`src/clock_startup_pkg.sv`:
```
// Constants, types and encodings shared by the clock control block.
// Assumes fuse values are stable straps and oscillator activity arrives as
// one-cycle tick enables on the single system clock.
package clock_startup_pkg;

    // ==========================================================
    // Fuse encodings (a stored 1 is unprogrammed, 0 is programmed)
    localparam logic [3:0] SRC_RC = 4'h2;         // Internal RC oscillator
    localparam logic [3:0] SRC_EXT = 4'h0;        // External clock input
    localparam logic [3:0] SRC_LF_LO = 4'h6;      // Low-frequency crystal, low code
    localparam logic [3:0] SRC_LF_HI = 4'h7;      // Low-frequency crystal, high code
    localparam int SRC_XTAL_BIT = 3;              // Set in all crystal/resonator codes
    localparam int SRC_CK0_BIT = 0;               // Start-up bit inside crystal codes
    localparam logic [1:0] SUT_RESERVED = 2'h3;   // Reserved start-up code for RC/LF
    localparam logic FUSE_PROGRAMMED = 1'h0;      // Programmed fuse reads as 0

    // ==========================================================
    // Start-up counts (cycles of the named oscillator)
    localparam logic [16:0] RESET_SRC_CK = 17'h0000e;   // 14 source cycles
    localparam logic [16:0] RC_WAKE_CK = 17'h00006;     // 6 source cycles
    localparam logic [16:0] XTAL_WAKE_SHORT = 17'h00102;  // 258 source cycles
    localparam logic [16:0] XTAL_WAKE_MID = 17'h00400;    // 1K source cycles
    localparam logic [16:0] WDT_SHORT_CNT = 17'h01000;    // 4,096 watchdog cycles
    localparam logic [2:0] DIV8_LAST = 3'h7;              // Last phase of divide by 8

    // ==========================================================
    // Reset delay choice
    typedef enum logic [1:0] {WDT_NONE = 2'h0, WDT_SHORT = 2'h1, WDT_LONG = 2'h2} wdt_sel_e;

    // Sleep modes from the sleep controller
    localparam logic [2:0] SLP_IDLE = 3'h0;
    localparam logic [2:0] SLP_ADC_NR = 3'h1;
    localparam logic [2:0] SLP_PWR_DOWN = 3'h2;
    localparam logic [2:0] SLP_PWR_SAVE = 3'h3;
    localparam logic [2:0] SLP_STANDBY = 3'h6;

    // ==========================================================
    // Register map of the plain register port
    localparam logic [3:0] ADDR_TRIM = 4'h0;      // oscillator_trim_register, R/W
    localparam logic [3:0] ADDR_STATUS = 4'h1;    // Sequencer status, read only
    localparam logic [3:0] ADDR_FUSES = 4'h2;     // Latched fuse snapshot, read only
    localparam logic [7:0] TRIM_RESET = 8'h00;
    localparam int ST_RUN_BIT = 0;                // Status: executing
    localparam int ST_SLEEP_BIT = 1;              // Status: asleep
    localparam int ST_BAD_BIT = 2;                // Status: reserved configuration
    localparam int ST_DIV8_BIT = 3;               // Status: prescale by 8 active
    localparam int ST_WAIT_BIT = 4;               // Status: start-up timing running

    // ==========================================================
    // Carriers
    typedef struct packed {
        logic [3:0] src_sel;     // clock_source_select_fuses
        logic [1:0] startup_time_select_fuses;         // startup_time_select_fuses
        logic div8;              // divide_by_eight_fuse
    } fuse_cfg_s;

    typedef struct packed {
        logic xtal;              // Crystal / resonator oscillator tick
        logic lfxtal;            // Low-frequency crystal tick
        logic rc;                // Internal RC oscillator tick
        logic ext;               // External clock input tick
    } osc_ticks_s;

    typedef struct packed {
        logic core;              // core_clock enable
        logic periph;            // peripheral_clock enable
        logic pstore;            // program_store_clock enable
        logic async_tmr;         // async_timer_clock enable
        logic conv;              // converter_clock enable
    } clk_en_s;

endpackage : clock_startup_pkg

```
`src/clock_source_select_startup.sv`:
```
// Clock source decode, start-up sequencing, prescale and domain gating.
// Assumes oscillators deliver one-cycle ticks synchronous to clk, fuses
// are static, and the sleep controller pulses sleep_req and wake_evt.
`timescale 1ns/1ps

// Summary of operation
// - Decode source fuses into four clock options
// - Reserved source codes select no clock
// - Fuse value one unprogrammed, zero programmed
// - Wake from deep sleep counts source cycles
// - Reset adds 4,096 or 65,536 watchdog cycles
// - RC: 6 wake, 14 plus watchdog reset
// - RC start-up code 11 is reserved
// - Factory default RC, code 10, divide-by-eight
// - Programmed divide fuse prescales clock by eight
// - Reset copies calibration byte into trim register
// - Watchdog and time-out use watchdog oscillator
// - Core clock halts; core does nothing then
// - Peripheral clock; async interrupt detect when halted
// - Serial start detection asynchronous while halted
// - Program store clock follows core clock
// - Async timer domain runs during sleep
// - Converter clock runs in idle and noise reduction sleep
// - Sleep mode gates unused clock domains
module clock_source_select_startup
    import clock_startup_pkg::*;
#(
    parameter logic [16:0] WDT_LONG_CNT = 17'h10000,     // 65,536 watchdog cycles
    parameter logic [16:0] XTAL_WAKE_LONG = 17'h04000,   // 16K source cycles
    parameter logic [16:0] LFXTAL_WAKE_CK = 17'h00400,   // Plain default
    parameter logic [16:0] EXT_WAKE_CK = 17'h00006       // Plain default
)
(
    input wire logic clk,
    input wire logic rst_n,
    input wire fuse_cfg_s fuses,
    input wire logic [7:0] calib_byte,
    input wire osc_ticks_s osc_ticks,
    input wire logic wdt_osc_tick,
    input wire logic async_osc_tick,
    input wire logic sleep_req,
    input wire logic [2:0] sleep_mode,
    input wire logic wake_evt,
    input wire logic [3:0] addr,
    input wire logic [7:0] wdata,
    input wire logic wr,
    input wire logic rd,
    output logic [7:0] rdata,
    output clk_en_s clk_en,
    output logic watchdog_timer_clock_en,
    output logic async_detect_en,
    output logic exec_hold,
    output logic [7:0] oscillator_trim_register
);

    // ==========================================================
    // Sequencer state
    typedef enum logic [6:0] {
        ST_LOAD = 7'h01,      // Catch fuses and calibration after reset
        ST_SRC_WAIT = 7'h02,  // Fixed source-cycle part of reset delay
        ST_WDT_WAIT = 7'h04,  // Watchdog-timed part of reset delay
        ST_RUN = 7'h08,       // Normal execution
        ST_SLEEP = 7'h10,     // Asleep in sleep_mode_reg
        ST_WAKE = 7'h20,      // Oscillator settling after deep sleep
        ST_BAD = 7'h40        // Reserved configuration, only the watchdog clock runs
    } seq_state_e;

    seq_state_e state_reg;
    fuse_cfg_s fuse_reg;          // Fuse snapshot taken after reset release
    logic [16:0] cnt_reg;         // Shared start-up counter
    logic [2:0] div_reg;          // Divide-by-eight phase
    logic [2:0] sleep_mode_reg;   // Mode latched at sleep entry

    // Decoded configuration
    logic src_tick;               // Tick of the selected source
    logic cfg_bad;                // Reserved source or start-up code
    logic [16:0] wake_ck;         // Source cycles to wait after deep sleep
    wdt_sel_e wdt_sel;            // Watchdog part of the reset delay
    logic [16:0] wdt_target;
    logic div8_on;
    logic sys_tick;               // Prescaled system clock enable
    logic deep_mode;              // Mode that stops the main oscillator

    // ==========================================================
    // Source and start-up decode
    // A reserved source code gives no tick; any reserved code ends in ST_BAD, where only the watchdog clock enable runs.
    always_comb
    begin
        src_tick = 1'b0;
        cfg_bad = 1'b0;
        wake_ck = RC_WAKE_CK;
        wdt_sel = WDT_NONE;
        if (fuse_reg.src_sel[SRC_XTAL_BIT])
        begin
            // Crystal / resonator: start-up bit and code pick the timing
            src_tick = osc_ticks.xtal;
            case ({fuse_reg.src_sel[SRC_CK0_BIT], fuse_reg.startup_time_select_fuses})
                3'h0: begin wake_ck = XTAL_WAKE_SHORT; wdt_sel = WDT_SHORT; end
                3'h1: begin wake_ck = XTAL_WAKE_SHORT; wdt_sel = WDT_LONG; end
                3'h2: begin wake_ck = XTAL_WAKE_MID; wdt_sel = WDT_NONE; end
                3'h3: begin wake_ck = XTAL_WAKE_MID; wdt_sel = WDT_SHORT; end
                3'h4: begin wake_ck = XTAL_WAKE_MID; wdt_sel = WDT_LONG; end
                3'h5: begin wake_ck = XTAL_WAKE_LONG; wdt_sel = WDT_NONE; end
                3'h6: begin wake_ck = XTAL_WAKE_LONG; wdt_sel = WDT_SHORT; end
                default: begin wake_ck = XTAL_WAKE_LONG; wdt_sel = WDT_LONG; end
            endcase
        end
        else
        begin
            // RC, low-frequency and external share the two-bit timing code
            case (fuse_reg.startup_time_select_fuses)
                2'h0: wdt_sel = WDT_NONE;
                2'h1: wdt_sel = WDT_SHORT;
                2'h2: wdt_sel = WDT_LONG;
                default: cfg_bad = 1'b1;
            endcase
            case (fuse_reg.src_sel)
                SRC_RC: begin src_tick = osc_ticks.rc; wake_ck = RC_WAKE_CK; end
                SRC_LF_LO, SRC_LF_HI:
                begin
                    src_tick = osc_ticks.lfxtal;
                    wake_ck = LFXTAL_WAKE_CK;
                end
                SRC_EXT: begin src_tick = osc_ticks.ext; wake_ck = EXT_WAKE_CK; end
                default: cfg_bad = 1'b1;
            endcase
        end
    end

    // Watchdog count for the reset delay
    always_comb
    begin
        case (wdt_sel)
            WDT_SHORT: wdt_target = WDT_SHORT_CNT;
            WDT_LONG: wdt_target = WDT_LONG_CNT;
            default: wdt_target = WDT_SHORT_CNT;
        endcase
    end

    // Programmed divide fuse reads as 0
    assign div8_on = (fuse_reg.div8 == FUSE_PROGRAMMED);
    assign sys_tick = src_tick && (!div8_on || div_reg == DIV8_LAST);
    assign deep_mode = (sleep_mode_reg == SLP_PWR_DOWN) || (sleep_mode_reg == SLP_PWR_SAVE)
        || (sleep_mode_reg == SLP_STANDBY);

    // ==========================================================
    // Fuse snapshot: straps are caught on the first clock after release,
    // never through the asynchronous reset path.
    always_ff @(posedge clk or negedge rst_n)
    begin
        if (!rst_n)
        begin
            // Reset image is the unprogrammed state of every fuse
            fuse_reg <= '1;
        end
        else if (state_reg == ST_LOAD)
        begin
            fuse_reg <= fuses;
        end
    end

    // ==========================================================
    // Start-up sequencer and counter
    always_ff @(posedge clk or negedge rst_n)
    begin
        if (!rst_n)
        begin
            state_reg <= ST_LOAD;
            cnt_reg <= '0;
            sleep_mode_reg <= SLP_IDLE;
        end
        else
        begin
            case (state_reg)
                ST_LOAD:
                begin
                    // Counter cleared on every restart
                    cnt_reg <= '0;
                    state_reg <= ST_SRC_WAIT;
                end
                ST_SRC_WAIT:
                begin
                    if (cfg_bad)
                    begin
                        state_reg <= ST_BAD;
                    end
                    else if (src_tick)
                    begin
                        if (cnt_reg == RESET_SRC_CK - 17'h00001)
                        begin
                            cnt_reg <= '0;
                            state_reg <= (wdt_sel == WDT_NONE) ? ST_RUN : ST_WDT_WAIT;
                        end
                        else
                        begin
                            cnt_reg <= cnt_reg + 17'h00001;
                        end
                    end
                end
                ST_WDT_WAIT:
                begin
                    // Timed from the watchdog oscillator whatever the source
                    if (wdt_osc_tick)
                    begin
                        if (cnt_reg == wdt_target - 17'h00001)
                        begin
                            cnt_reg <= '0;
                            state_reg <= ST_RUN;
                        end
                        else
                        begin
                            cnt_reg <= cnt_reg + 17'h00001;
                        end
                    end
                end
                ST_RUN:
                begin
                    if (sleep_req)
                    begin
                        sleep_mode_reg <= sleep_mode;
                        state_reg <= ST_SLEEP;
                    end
                end
                ST_SLEEP:
                begin
                    if (wake_evt)
                    begin
                        // Stopped oscillator must settle before execution
                        cnt_reg <= '0;
                        state_reg <= deep_mode ? ST_WAKE : ST_RUN;
                    end
                end
                ST_WAKE:
                begin
                    if (src_tick)
                    begin
                        if (cnt_reg == wake_ck - 17'h00001)
                        begin
                            cnt_reg <= '0;
                            state_reg <= ST_RUN;
                        end
                        else
                        begin
                            cnt_reg <= cnt_reg + 17'h00001;
                        end
                    end
                end
                ST_BAD:
                begin
                    // Only a reset leaves a reserved configuration
                    state_reg <= ST_BAD;
                end
                default:
                begin
                    state_reg <= ST_LOAD;
                end
            endcase
        end
    end

    // ==========================================================
    // Divide-by-eight phase; restarts with the sequence so the first
    // system tick after reset is a full eight source cycles away
    always_ff @(posedge clk or negedge rst_n)
    begin
        if (!rst_n)
        begin
            div_reg <= '0;
        end
        else if (state_reg == ST_LOAD)
        begin
            div_reg <= '0;
        end
        else if (src_tick)
        begin
            div_reg <= div_reg + 3'h1;
        end
    end

    // ==========================================================
    // Domain gating. Domains receive registered tick enables rather than
    // gated clock edges, so no phase can ever be cut short.
    always_ff @(posedge clk or negedge rst_n)
    begin
        if (!rst_n)
        begin
            clk_en <= '0;
            watchdog_timer_clock_en <= 1'b0;
            async_detect_en <= 1'b0;
            exec_hold <= 1'b1;
        end
        else
        begin
            // Core and program store only while executing
            clk_en.core <= sys_tick && (state_reg == ST_RUN);
            clk_en.pstore <= sys_tick && (state_reg == ST_RUN);
            // Peripherals keep running in idle
            clk_en.periph <= sys_tick && ((state_reg == ST_RUN)
                || (state_reg == ST_SLEEP && sleep_mode_reg == SLP_IDLE));
            // Converter keeps running in idle and noise reduction
            clk_en.conv <= sys_tick && ((state_reg == ST_RUN)
                || (state_reg == ST_SLEEP && (sleep_mode_reg == SLP_IDLE
                || sleep_mode_reg == SLP_ADC_NR)));
            // Async timer runs through every sleep mode once started
            clk_en.async_tmr <= async_osc_tick
                && (state_reg != ST_LOAD) && (state_reg != ST_BAD);
            watchdog_timer_clock_en <= wdt_osc_tick;
            // Async interrupt and serial start detection take over
            async_detect_en <= (state_reg == ST_SLEEP)
                && (sleep_mode_reg != SLP_IDLE);
            exec_hold <= (state_reg != ST_RUN);
        end
    end

    // ==========================================================
    // Oscillator trim: calibration copied during the reset sequence,
    // software may retune afterwards
    always_ff @(posedge clk or negedge rst_n)
    begin
        if (!rst_n)
        begin
            oscillator_trim_register <= TRIM_RESET;
        end
        else if (state_reg == ST_LOAD)
        begin
            oscillator_trim_register <= calib_byte;
        end
        else if (wr && addr == ADDR_TRIM)
        begin
            oscillator_trim_register <= wdata;
        end
    end

    // ==========================================================
    // Register read port, data one cycle after the strobe, zero otherwise
    always_ff @(posedge clk or negedge rst_n)
    begin
        if (!rst_n)
        begin
            rdata <= '0;
        end
        else
        begin
            rdata <= '0;
            if (rd)
            begin
                case (addr)
                    ADDR_TRIM: rdata <= oscillator_trim_register;
                    ADDR_STATUS:
                    begin
                        rdata[ST_RUN_BIT] <= (state_reg == ST_RUN);
                        rdata[ST_SLEEP_BIT] <= (state_reg == ST_SLEEP);
                        rdata[ST_BAD_BIT] <= (state_reg == ST_BAD);
                        rdata[ST_DIV8_BIT] <= div8_on;
                        rdata[ST_WAIT_BIT] <= (state_reg == ST_SRC_WAIT)
                            || (state_reg == ST_WDT_WAIT) || (state_reg == ST_WAKE);
                    end
                    ADDR_FUSES: rdata <= {1'b0, fuse_reg};
                    default: rdata <= '0;
                endcase
            end
        end
    end

    // ==========================================================
    // Assertions
    a_core_halted_idle: assert property (@(posedge clk) disable iff (!rst_n)
        (state_reg != ST_RUN) |=> !clk_en.core)
        else $error("core clock enabled outside run");
    a_pstore_follows: assert property (@(posedge clk) disable iff (!rst_n)
        clk_en.pstore == clk_en.core)
        else $error("program store clock differs from core clock");
    a_reserved_stops: assert property (@(posedge clk) disable iff (!rst_n)
        (state_reg == ST_SRC_WAIT && cfg_bad) |=> (state_reg == ST_BAD) [*3])
        else $error("reserved configuration did not stop");
    a_src_wait_full: assert property (@(posedge clk) disable iff (!rst_n)
        (state_reg == ST_SRC_WAIT && !cfg_bad && cnt_reg < RESET_SRC_CK - 17'h00001)
        |=> state_reg == ST_SRC_WAIT)
        else $error("reset delay left early");
    a_wdt_wait_done: assert property (@(posedge clk) disable iff (!rst_n)
        (state_reg == ST_WDT_WAIT && wdt_osc_tick && cnt_reg == wdt_target - 17'h00001)
        |=> state_reg == ST_RUN ##1 exec_hold == 1'b0)
        else $error("watchdog delay end not honoured");
    a_div8_spacing: assert property (@(posedge clk) disable iff (!rst_n)
        (div8_on && clk_en.periph) |=> !clk_en.periph [*7])
        else $error("prescaled clock faster than one in eight");
    a_trim_loaded: assert property (@(posedge clk) disable iff (!rst_n)
        (state_reg == ST_LOAD) |=> oscillator_trim_register == $past(calib_byte))
        else $error("calibration byte not loaded");
    a_wdt_clock_free: assert property (@(posedge clk) disable iff (!rst_n)
        wdt_osc_tick |=> watchdog_timer_clock_en)
        else $error("watchdog clock missed a tick");
    a_async_detect_on: assert property (@(posedge clk) disable iff (!rst_n)
        (state_reg == ST_SLEEP && sleep_mode_reg != SLP_IDLE) |=> async_detect_en && !clk_en.periph)
        else $error("asynchronous detection not handed over");
    a_deep_wake_waits: assert property (@(posedge clk) disable iff (!rst_n)
        (state_reg == ST_SLEEP && wake_evt && deep_mode) |=> state_reg == ST_WAKE ##1 exec_hold)
        else $error("deep wake skipped oscillator settling");
    a_async_in_sleep: assert property (@(posedge clk) disable iff (!rst_n)
        (state_reg == ST_SLEEP && async_osc_tick) |=> clk_en.async_tmr)
        else $error("async timer stopped in sleep");

    c_reach_run: cover property (@(posedge clk) disable iff (!rst_n)
        state_reg == ST_WDT_WAIT ##1 state_reg == ST_RUN);
    c_deep_wake: cover property (@(posedge clk) disable iff (!rst_n)
        state_reg == ST_WAKE ##1 state_reg == ST_RUN);
    c_bad_config: cover property (@(posedge clk) disable iff (!rst_n)
        state_reg == ST_BAD);
    c_adc_nr_conv: cover property (@(posedge clk) disable iff (!rst_n)
        state_reg == ST_SLEEP && sleep_mode_reg == SLP_ADC_NR && clk_en.conv);

endmodule : clock_source_select_startup

```
`config.mk`:
```
export PLATFORM = sky130hd
export DESIGN_NAME = clock_source_select_startup
export DESIGN_NICKNAME = d
export VERILOG_FILES = /design/src/clock_startup_pkg.sv /design/src/clock_source_select_startup.sv
export SDC_FILE = /design/constraint.sdc
export NUM_CORES = 1
export LEC_CHECK = 0
export BUFFER_PORTS_ARGS = -buffer_cell sky130_fd_sc_hd__buf_4
export CAP_MARGIN = 20
export CORE_UTILIZATION = 55
export CTS_CLUSTER_DIAMETER = 60
export DETAILED_ROUTE_END_ITERATION = 10
export GPL_ROUTABILITY_DRIVEN = 0
export PLACE_DENSITY = 0.79
export SLEW_MARGIN = 20
export SYNTH_ARGS = -nofsm -noshare
export SYNTH_HDL_FRONTEND = slang
export SYNTH_SLANG_ARGS = --single-unit
```
`constraint.sdc`:
```
create_clock -name clk -period 7.83 [get_ports clk]
set_clock_uncertainty 0.15 [all_clocks]
set_input_delay 0.783 -clock clk [delete_from_list [all_inputs] [get_ports clk]]
set_output_delay 0.783 -clock clk [all_outputs]
set_load 0.005 [all_outputs]
```
Word-level counts from Yosys, hierarchy flattened
Index checks and enable logic that the tools add are counted.
Widths: inputs -> output; s select.
{ "word_totals": {"word_cells": 141, "input_bits": 42, "reg_bits": 60, "n_memories": 0, "latchBits": 0, "out_inout_bits": 24, "rom_bits": 0, "ramBits": 0} }
{ "op_classes": {"n_lt_le_gt_ge": 0, "addsub": 4, "bitwise": 1, "n_reduce_logical": 38, "shift": 0, "div_mod_pow": 0, "n_mux": 40, "n_eq_ne": 42, "mul": 0} }
{ "ops": {"columns": ["op", "n"], "rows": [
  ["$mux 17", 9],
  ["$pmux 17 s5", 1],
  ["$mux 7", 9],
  ["$pmux 7 s7", 1],
  ["$eq 17x17->1", 2],
  ["$sub 17x1->17 const B", 2],
  ["$pmux 15 s2", 1],
  ["$mux 8", 3],
  ["$add 17x1->17 const B", 1],
  ["$eq 17x4->1 const B", 1],
  ["$ne 2x2->1 const B", 8],
  ["$eq 3x3->1 const B", 5],
  ["$mux 15", 1],
  ["$pmux 5 s3", 1],
  ["$eq 3x2->1 const B", 4],
  ["$mux 11", 1],
  ["$logic_and 1x1->1", 10],
  ["$reduce_or 3->1", 3],
  ["$eq 4x2->1 const B", 2],
  ["$eq 4x3->1 const B", 2],
  ["$logic_not 4->1", 2],
  ["$logic_or 1x1->1", 8],
  ["$pmux 2 s2", 2],
  ["$reduce_and 8->1", 1],
  ["33 further kinds", 45]
]} }

Depth between registers and ports, before layout
Gate-level depths: netlist of run 1.
{ "logic_depth": {"word_depth": 11, "depth_mapped": 10, "ltp_nobuf": 8} }

Worst setup path before layout of run 1
No wires, ideal clock.
{ "synth_timing": {"kind": "flip-flop to flip-flop", "from": "register fuse_reg[2] (netlist bit)", "to": "register state_reg[2]", "setup_time_ns": 0.125, "path_slack_ns": 5.216, "path_stages_with_launch": 9, "n_path_buf": 1, "synth_period_minus_slack_ns": 2.614, "t_arrival_ns": 2.339, "required_time_ns": 7.555, "cell_sequence": "dfstp_2 buf_2 o211ai_2 or3_1 a221oi_2 a31o_1 o21ai_2 or3_4 mux2_4"} }
{ "synth_between": {"elab_chain_len": 10, "word_cells_on_any_way": 40, "cone_classes": "2 x add/sub; 15 x eq/ne; 14 x mux; 9 x reduce/logical"} }
{ "synth_lines": {"columns": ["element", "line_no", "text"], "rows": [
  ["from (decl)", "clock_source_select_startup.sv:69", "fuse_cfg_s fuse_reg;"],
  ["from (signal assigned)", "clock_source_select_startup.sv:158", "fuse_reg <= fuses;"],
  ["$eq 3x3->1, or another cell as far along", "clock_source_select_startup.sv:97", "case ({fuse_reg.src_sel[SRC_CK0_BIT], fuse_reg.startup_time_select_fuses})"],
  ["$reduce_or 3->1 (no source line) / $reduce_or 2->1 (equally long branches)", null, null],
  ["$pmux 2 s2", "clock_source_select_startup.sv:97", null],
  ["$mux 2", "clock_source_select_startup.sv:93", "if (fuse_reg.src_sel[SRC_XTAL_BIT])"],
  ["$eq 2x2->1 / $logic_not 2->1 (equally long branches)", "clock_source_select_startup.sv:133, clock_source_select_startup.sv:192", null],
  ["$mux 17 / $mux 4 (equally long branches)", "clock_source_select_startup.sv:133, clock_source_select_startup.sv:192", null],
  ["$sub 17x1->17 / $mux 7 (equally long branches)", "clock_source_select_startup.sv:205, clock_source_select_startup.sv:189", null],
  ["$eq 17x17->1 / $mux 7 (equally long branches)", "clock_source_select_startup.sv:205, clock_source_select_startup.sv:187", null],
  ["$ne 2x2->1 (no source line) / $mux 7 (equally long branches)", null, null],
  ["$reduce_and 8->1 (no source line) / $pmux 7 s7 (equally long branches)", null, null],
  ["to (signal assigned)", "clock_source_select_startup.sv:192", "state_reg <= (wdt_sel == WDT_NONE) ? ST_RUN : ST_WDT_WAIT;"],
  ["to (signal assigned)", "clock_source_select_startup.sv:230", "state_reg <= deep_mode ? ST_WAKE : ST_RUN;"],
  ["to (decl)", "clock_source_select_startup.sv:68", "seq_state_e state_reg;"]
]} }
Parallel ways exist; a longest one is shown, timed or not. The select of a mux whose other input is x is not followed.
A chain may end at the register's enable or synchronous reset.

Worst setup path after layout of run 1
{ "layout_timing": {"from": "register fuse_reg[6] (netlist bit)", "to": "register state_reg[5]"} }
{ "layout_between": {"elab_chain_len": 8, "word_cells_on_any_way": 27, "cone_classes": "2 x add/sub; 11 x eq/ne; 10 x mux; 4 x reduce/logical"} }
{ "layout_lines": {"columns": ["element", "line_no", "text"], "rows": [
  ["$eq 4x3->1", "clock_source_select_startup.sv:117", "case (fuse_reg.src_sel)"],
  ["$reduce_or 2->1", "clock_source_select_startup.sv:117", null],
  ["$mux 11", "clock_source_select_startup.sv:117", null],
  ["$mux 15", "clock_source_select_startup.sv:93", null],
  ["$sub 17x1->17", "clock_source_select_startup.sv:237", "if (cnt_reg == wake_ck - 17'h00001)"],
  ["$eq 17x17->1", "clock_source_select_startup.sv:237", null],
  ["$ne 2x2->1 (no source line)", null, null],
  ["$reduce_and 8->1 (no source line)", null, null]
]} }
Parallel ways exist; a longest one is shown, timed or not.

==> run metrics, run 1 <==
outcome=finished clean; initial antenna violation count=0; Max clock buf depth=2; Gate power share=0.396; row count=28; antenna-violating nets left=0; met2 Use GR=0.425; HP Class=input pin to asynchronous set/reset pin; Slew @ Worst Pin=0.844 ns; crit-path leading delay family=simple AND/OR/NAND/NOR gates; largest net degree at the start of global routing=61; Worst R2R Start=fuse_reg[6]; Psw=0.000521 W; largest family of logic cells by synthesized area=simple AND/OR/NAND/NOR gates; mux cell area share after synthesis=0.0855; Critical Path End=state_reg[5]; fraction of registers with async set/reset=1.00; drt pass-1 iters=5; synthesized area=3410 um2; stages on the worst setup path=7; YS warnings=0; DRC violations left=0; unrepaired setup endpoints after global routing=false; met1 Resource Use GR=0.365; LEAKAGE=1.91 nW; Post-Synth XOR/XNOR Area=0.0128; PortBufs=65; Max-slew headroom=0.436; Ports=66; Layout Cells excl Fill=512; clock root buffer=clkbuf_8; M3 GR Usage=0.0614; max FFs per register=17; crit-path cells=o211ai_2, or3_1, a221oi_2, a31o_1, o21ai_2, or3_4, mux2_4; vias in the first global route=2835; Max-cap violations=0; Clk pin slew, worst setup/hold paths=0.07 ns; power density over cell area=323 nW/um2; first-pass GRT wire length=13300 um; final total power=0.00134 W; DP HPWL=5740 um; total CTS buffers=9; Register-to-Register Setup Slack=4.90 ns; Mapped Cells=376; FMAX=341 MHz; placed insts=496; GR Overflow Total=0; hold buffers post-CTS=0; CP max stage delay=0.69 ns; placed standard-cell area=3900 um2; post-layout min period=2.93 ns; sequential share of power=0.371; core area=5960 um2; number of flops mapped to enable cells by yosys=0; GRT Max-Usage Layer=met2; Worst Path Arrival=3.02 ns; WP buf/inv=0; Clk pwr share=0.233; clock sink count=60; Die ar.=6520 um2; reg2reg path depth=7; RR Endpoint=state_reg[5]; Cell variety after synth=59; ratio of cells with drive above 1 in the final layout=0.254; Final Max Tran Viols=0; # setup viols final=0; post-route cell area=4140 um2; Fin Setup TNS=0 ns; Final nets=478; post_cts resized=0; Adder-Cell Fraction of Synth Area=0.0147; GRT Util Overall=0.269; number of inserted diodes=0; die height=80.7 um; CP Launch Type=flop; internal power=0.000815 W; Area Growth Syn to Fin=21.3%; postcts setup bufs=0; H-tree Lvls=3; via count=2970; Starting Density=0.572; crit share post-route=0.374; Post-Route WL=8090 um; DRT iter0 DRCs=192; Main synth FF type=dfrtp_1; via density per instance=5.80; Yosys reg bits=60; CTS tree=done; post-synthesis net count=422; Avg Cell Area, Syn=9.06 um2; CP Class=flop to flop; Max VDD drop=0.236 mV; Synth Area in Compound Gates=0.144; final-report hold violation count=0; CP Data Required Time=7.91 ns; CP startpoint=fuse_reg[6]; fraction of power spent switching nets=0.390; Chip Width=80.7 um; simple-gate portion of the synthesized area=0.266; critical path's slowest cell=dfstp_2; critical path peak fanout=16; worst skew pair latency=0.35 ns; Avg WL per Cell=15.8 um; Worst Setup End Kind=flop; sequential fraction of the synthesis area=0.444
cell families (layout without fill, tap and decap cells):
family,after synthesis,in the layout
AND/OR/NAND/NOR,185,185
AO/OA/AOI/OAI,69,69
flip-flops,60,60
multiplexers,27,27
buffers and inverters,26,87
XOR/XNOR,5,5
adder cells (fa/ha/maj),4,4
layout by cell type (no fill, tap or decap), drive strengths merged, types with 6 or more instances in the layout:
master,count
buf,65
nand2,60
dfrtp,51
nor2,48
o21ai,21
mux2i,16
a21oi,14
nand3,13
clkbuf,12
mux2,11
nor3,9
o221ai,9
dfstp,9
nor2b,7
and2,6
inv,6
layer usage:
| metal | vias up | wire (um) |
|---|---|---|
| met5 | - | 0 |
| met4 | 0 | 117 |
| met3 | 13 | 426 |
| met2 | 86 | 3940 |
| met1 | 1423 | 3610 |
| li1 | 1448 | - |
cell usage after synthesis, types with 6 or more instances:
cell      count  area (um2)
clkbuf_1     10        37.5
and2_1        6        37.5
nand3_1      13        65.1
nor2b_1       7        43.8
buf_2         6        30.0
o21ai_0      15        75.1
mux2i_1      16         160
nor2_1       48         180
dfstp_2       9         236
nand2_1      60         225
mux2_2        9         101
nor3_1        9        45.0
o221ai_1      9        78.8
dfrtp_1      51        1280
a21oi_1      14        70.1
how the worst min path moves through the flow:
stage	start	to	slack, ns	cells past startpoint
6_report	rst_n	clk_en[2]	0.34	1
3_3_place_gp	fuse_reg[0]	fuse_reg[0]	0.36	2
5_1_grt	div_reg[1]	div_reg[1]	0.41	2
4_1_cts	rst_n	sleep_mode_reg[2]	0.38	1
2_1_floorplan	rst_n	async_detect_en	0.34	0
3_5_place_dp	div_reg[1]	div_reg[1]	0.37	2
cell type report:
cell class | instances | area (um2)
multi-input cells | 290 | 1800
clock inverters | 4 | 72.6
repair buffers | 65 | 488
fillers | 468 | 1820
well taps | 75 | 93.8
clock buffers | 12 | 145
flip-flops and latches | 60 | 1510
inverters | 6 | 22.5
metrics by stage:
| stage | hold WS [ns] | worst slack [ns] | util |
|---|---|---|---|
| global placement | 0.361 | 4.85 | 0.655 |
| detailed placement | 0.371 | 4.70 | 0.655 |
| CTS | 0.376 | 4.93 | 0.692 |
| floorplan | 0.337 | 5.22 | - |
| global route | 0.410 | 4.75 | 0.694 |
| finish | 0.342 | 4.90 | 0.694 |
power groups by stage:
stage                     Combinational, W  Clock, W  Sequential (W)
after floorplan                   0.000388         0        0.000458
after global placement            0.000488         0        0.000494
after detailed placement          0.000506         0        0.000499
after CTS                         0.000511  0.000312        0.000494
after global routing              0.000584  0.000327        0.000508
final                             0.000528  0.000311        0.000496
No activity file was read; power rests on OpenSTA's default activity.
==> inputs of run 2 (changes only) <==
- clock period: 7.83 -> 2.96 ns (I/O delays scaled with it)
==> run 2 against run 1 <==
  * First-iteration DRC count is 3.1% higher
  * Critical path type unchanged
  * Fmax is 7.3% higher
  * Clock power is 140% higher
  * Largest cell class unchanged
  * Critical path depth stayed put
  * Worst hold slack worse by 0.33 ns
  * Design area is 1.5% higher
  * Clock-buffer cell count is 2 lower
  * Highest routed layer unchanged
  * Sequential power grew to 2.6 times the previous value
==> run metrics, run 2 (same netlist as run 1, synthesis figures left out) <==
# setup viols final=0 (unchanged); core area=5960 um2 (unchanged); highest metal used=met4; internal power=0.00210 W (+160%); most common cell after layout, fill and taps aside=buf_4; DP HPWL=5790 um (+0.91%); LEAKAGE=1.95 nW (+2.1%); Worst Setup End Kind=flop; Slew @ Worst Pin=0.748 ns (-0.0952 ns); CP Class=flop to flop; CP Launch Type=flop; drt pass-1 iters=5 (unchanged); number of inserted diodes=0 (unchanged); antenna-violating nets left=0 (unchanged); DRC violations left=0 (unchanged); commonest cells after routing, fill and taps aside=71 x buf_4, 60 x nand2_1, 51 x dfrtp_1, 47 x nor2_1, 16 x mux2i_1; CTS tree=done; hold_sp=calib_byte[0]; largest net degree at the start of global routing=61 (unchanged); Max-cap violations=0 (unchanged); fraction of power spent switching nets=0.398 (+0.00832); GRT Util Overall=0.281 (+0.0119); row count=28 (unchanged); post-layout min period=2.73 ns (-0.198 ns); max FFs per register=17 (unchanged); clock root buffer=clkbuf_8; Clk pwr share=0.218 (-0.015); outcome=finished clean; final-report hold violation count=0 (unchanged); DR WL met2=3900 um (-0.99%); Max-slew headroom=0.501 (+0.0647); critical path's slowest cell=dfstp_2; RR Endpoint=state_reg[2]; met3 routed WL=442 um (+3.8%); initial antenna violation count=0 (unchanged); Die ar.=6520 um2 (unchanged); Final nets=489 (+2.3%); Fin Setup TNS=0 ns (unchanged); hold path depth=3; CP Data Required Time=3.04 ns (-4.87 ns); Post-Route WL=8250 um (+2.0%); CP startpoint=fuse_reg[6]; DRT iter0 DRCs=198 (+3.1%); FMAX=366 MHz (+7.3%); Clk pin slew, worst setup/hold paths=0.07 ns (about the same); Avg WL per Cell=15.8 um (-0.17%); Max clock buf depth=2 (unchanged); WP buf/inv=0 (unchanged); GR Overflow Total=0 (unchanged); Max VDD drop=0.682 mV (+190%); crit-path cells=o211ai_2, or3_1, a221oi_2, a31o_1, o21ai_2, or3_4, mux2_4; HP Class=input pin to flop; CP max stage delay=0.69 ns (about the same); sequential share of power=0.375 (+0.004); reg2reg path depth=7 (unchanged); via count=3056 (+2.9%); Psw=0.00139 W (+170%); power density over cell area=830 nW/um2 (+160%); worst skew pair latency=0.35 ns (about the same); Worst Path Arrival=2.81 ns (-0.21 ns); Chip Width=80.7 um (unchanged); first-pass GRT wire length=13800 um (+3.9%); PortBufs=65 (unchanged); Worst R2R Start=fuse_reg[6]; crit share post-route=0.923 (+0.549); Gate power share=0.407 (+0.011); unrepaired setup endpoints after global routing=false; die height=80.7 um (unchanged); H-tree Lvls=3 (unchanged); Starting Density=0.572 (unchanged); ratio of cells with drive above 1 in the final layout=0.266 (+0.0116); critical path peak fanout=16 (unchanged); Layout Utilization=0.705 (+0.0107); total CTS buffers=9 (unchanged); crit-path leading delay family=simple AND/OR/NAND/NOR gates; Ports=66 (unchanged); clock sink count=60 (unchanged); Final Max Tran Viols=0 (unchanged); fillers=463 (-1.1%); met1 wire length=3820 um (+5.9%); via density per instance=5.84 (+0.73%); Register-to-Register Setup Slack=0.23 ns (-4.67 ns); Hold EP=oscillator_trim_register[0]; vias in the first global route=2958 (+4.3%); Area Growth Syn to Fin=23.2%
-- run 2: stage by stage --
step | instance area (um2) | worst slack [ns] | std cells | power, W | hold slack, ns
after global routing | 4200 | 0.0587 | 523 | 0.00371 | 0.00835
after CTS | 4200 | 0.237 | 523 | 0.00348 | 0.00354
after detailed placement | 3950 | 0.258 | 502 | 0.00272 | 0.263
final | 4200 | 0.227 | 523 | 0.00348 | 0.00732
after global placement | 3950 | 0.303 | 502 | 0.00266 | 0.252
after floorplan | 3410 | 0.346 | 376 | 0.00224 | -0.150
-- run 2: power by group through the flow --
stage,sequential [W],clock [W],combinational (W)
final,0.00131,0.000758,0.00142
after global routing,0.00134,0.000799,0.00157
after CTS,0.00130,0.000765,0.00141
after detailed placement,0.00131,0,0.00140
after global placement,0.00130,0,0.00136
after floorplan,0.00121,0,0.00103
-- run 2: routing by layer --
metal | vias up | GRT usage
met5 | - | 0
met4 | 0 | 0.0929
met3 | 8 | 0.0636
met2 | 113 | 0.439
met1 | 1462 | 0.385
li1 | 1473 | -
-- run 2: worst max-delay path by stage --
stage	to	slack, ns	cells after the start
after floorplan	state_reg[2]	0.35	8
after global placement	state_reg[5]	0.30	7
after detailed placement	state_reg[2]	0.26	7
after CTS	state_reg[2]	0.24	7
after global routing	state_reg[2]	0.06	7
final	state_reg[2]	0.23	7
-- run 2: repair_timing --
item / CTS / global route
endpoints found under the hold margin: 55 / 0
hold buffers: 5 / 0
gates resized for setup: 0 / 0
buffers inserted: 0 / 0
-- run 2: layout make-up --
type	instances	area, um2	area share
clock buffer	10	138	0.0328
clock inverter	6	63.8	0.0152
inverter	6	22.5	0.00536
multi-input combinational	290	1790	0.425
sequential	60	1510	0.360
tap	75	93.8	0.0223
timing repair buffer	76	583	0.139
-- run 2: worst register-to-register path, delay by kind of cell, from the launching register on --
kind / cells / cell delay, ns
multiplexers: 1 / 0.30
AO/OA/AOI/OAI: 4 / 0.65
flip-flops: 1 / 0.69
AND/OR/NAND/NOR: 2 / 0.83
==> inputs of run 3 (changes only) <==
- PLACE_DENSITY: 0.79 -> default
- PLACE_DENSITY_LB_ADDON: default -> 0.15
==> run 3 against run 2 <==
  * Combinational power hardly changed
  * Clock-buffer cell count did not move
  * Register-to-register slack is essentially flat
  * Design area rose by 0.48%
  * Routed wire length decreased by 3.7%
  * Flip-flop and latch count unchanged
  * Worst hold slack gained 0.0017 ns
  * Largest cell class unchanged
==> run metrics, run 3 (same netlist as run 1, synthesis figures left out) <==
outcome=finished clean; Chip Width=80.7 um (unchanged); die height=80.7 um (unchanged); unrepaired setup endpoints after global routing=false; commonest cells after routing, fill and taps aside=71 x buf_4, 60 x nand2_1, 51 x dfrtp_1, 47 x nor2_1, 16 x mux2i_1; CP Class=flop to flop; HP Class=input pin to flop; ratio of cells with drive above 1 in the final layout=0.264 (-0.00118); antenna-violating nets left=0 (unchanged); GRT Util Overall=0.275 (-0.00581); DRC violations left=0 (unchanged); power density over cell area=822 nW/um2 (-0.87%); FMAX=365 MHz (-0.30%); Area Growth Syn to Fin=23.8%; via density per instance=5.75 (-1.5%); placed insts=502 (unchanged); post-layout min period=2.74 ns (+0.00817 ns); Max VDD drop=0.498 mV (-27%); clock root buffer=clkbuf_8; worst skew pair latency=0.34 ns (about the same); Slew @ Worst Pin=0.736 ns (-0.0123 ns); Avg WL per Cell=15.1 um (-4.1%); final-report hold violation count=0 (unchanged); number of inserted diodes=0 (unchanged); Post-Route WL=7950 um (-3.7%); clock sink count=60 (unchanged); initial antenna violation count=0 (unchanged); PortBufs=65 (unchanged); # setup viols final=0 (unchanged); total CTS buffers=9 (unchanged); largest net degree at the start of global routing=61 (unchanged); first-pass GRT wire length=13600 um (-2.0%); DP HPWL=5820 um (+0.43%); Worst Path Arrival=2.82 ns (about the same); Max clock buf depth=2 (unchanged); Die ar.=6520 um2 (unchanged); CTS tree=done; LEAKAGE=1.96 nW (+0.43%); Final nets=491 (+0.41%); Final Max Tran Viols=0 (unchanged); max FFs per register=17 (unchanged); vias in the first global route=2928 (-1.0%); crit share post-route=0.926 (+0.00276); Layout Cells excl Fill=525 (+0.38%); postcts setup bufs=0 (unchanged); CP Launch Type=flop; Fin Setup TNS=0 ns (unchanged); drt pass-1 iters=5 (unchanged); critical path peak fanout=16 (unchanged); via count=3021 (-1.1%); post_cts resized=0 (unchanged); GR Overflow Total=0 (unchanged); Clk pin slew, worst setup/hold paths=0.07 ns (about the same); CP Data Required Time=3.04 ns (about the same); Max-slew headroom=0.509 (+0.00821); Starting Density=0.572 (unchanged); Max-cap violations=0 (unchanged); most common cell after layout, fill and taps aside=buf_4; core area=5960 um2 (unchanged); row count=28 (unchanged); Worst Setup End Kind=flop; DRT iter0 DRCs=206 (+4.0%); H-tree Lvls=3 (unchanged); Ports=66 (unchanged)
-- run 3: layout make-up --
cell class,instances,area (um2)
Timing Repair Buffer,78,603
Sequential cell,60,1510
Multi-Input combinational cell,290,1790
Clock buffer,10,138
Fill cell,473,1740
Clock inverter,6,63.8
Inverter,6,22.5
Tap cell,75,93.8
-- run 3: through the flow --
step	cell area [um2]	setup slack (ns)	power (W)	hold WS, ns	util
detailed placement	3950	0.261	0.00272	0.266	0.663
floorplan	3410	0.346	0.00224	-0.150	-
CTS	4220	0.241	0.00348	0.000526	0.708
global placement	3950	0.303	0.00266	0.258	0.663
global route	4220	0.0888	0.00371	0.0174	0.708
finish	4220	0.219	0.00347	0.00904	0.708
-- run 3: final timing paths --
check / startpoint / endpoint / slack, ns / depth (start not counted)
max: fuse_reg[6] / state_reg[5] / 0.22 / 7
min: calib_byte[7] / oscillator_trim_register[7] / 0.009 / 3
max reg2reg: fuse_reg[6] / state_reg[5] / 0.22 / 7
min reg2reg: fuse_reg[0] / fuse_reg[0] / 0.39 / 2
max in group asynchronous: rst_n / cnt_reg[12] / 1.77 / 2
min in group asynchronous: rst_n / clk_en[0] / 0.41 / 2
-- run 3: power breakdown --
part,internal [W],leakage (nW),switching (W)
logic,0.000626,1.08,0.000795
clock network,0.000409,0.0983,0.000336
registers,0.00106,0.783,0.000240
-- run 3: metal layers --
metal	up-vias	wire, um	global-route usage	share of wire
met2	88	3750	0.430	0.47
met3	11	384	0.0523	0.048
met1	1449	3680	0.373	0.46
met5	-	0	0	0
met4	0	136	0.116	0.017
li1	1473	-	-	-
-- run 3: worst max-delay path, cell delays in order (launching register included) --
cell and delay, ns:
dfstp_2 0.69, o211ai_2 0.15, or3_1 0.40, a221oi_2 0.25, a31o_1 0.19, o21ai_2 0.06
or3_4 0.43, mux2_4 0.30
-- run 3: repair_timing --
| action | in CTS | in global routing |
|---|---|---|
| hold buffers | 7 | 0 |
| setup endpoints to repair | 0 | 0 |
| hold endpoints to repair | 57 | 0 |
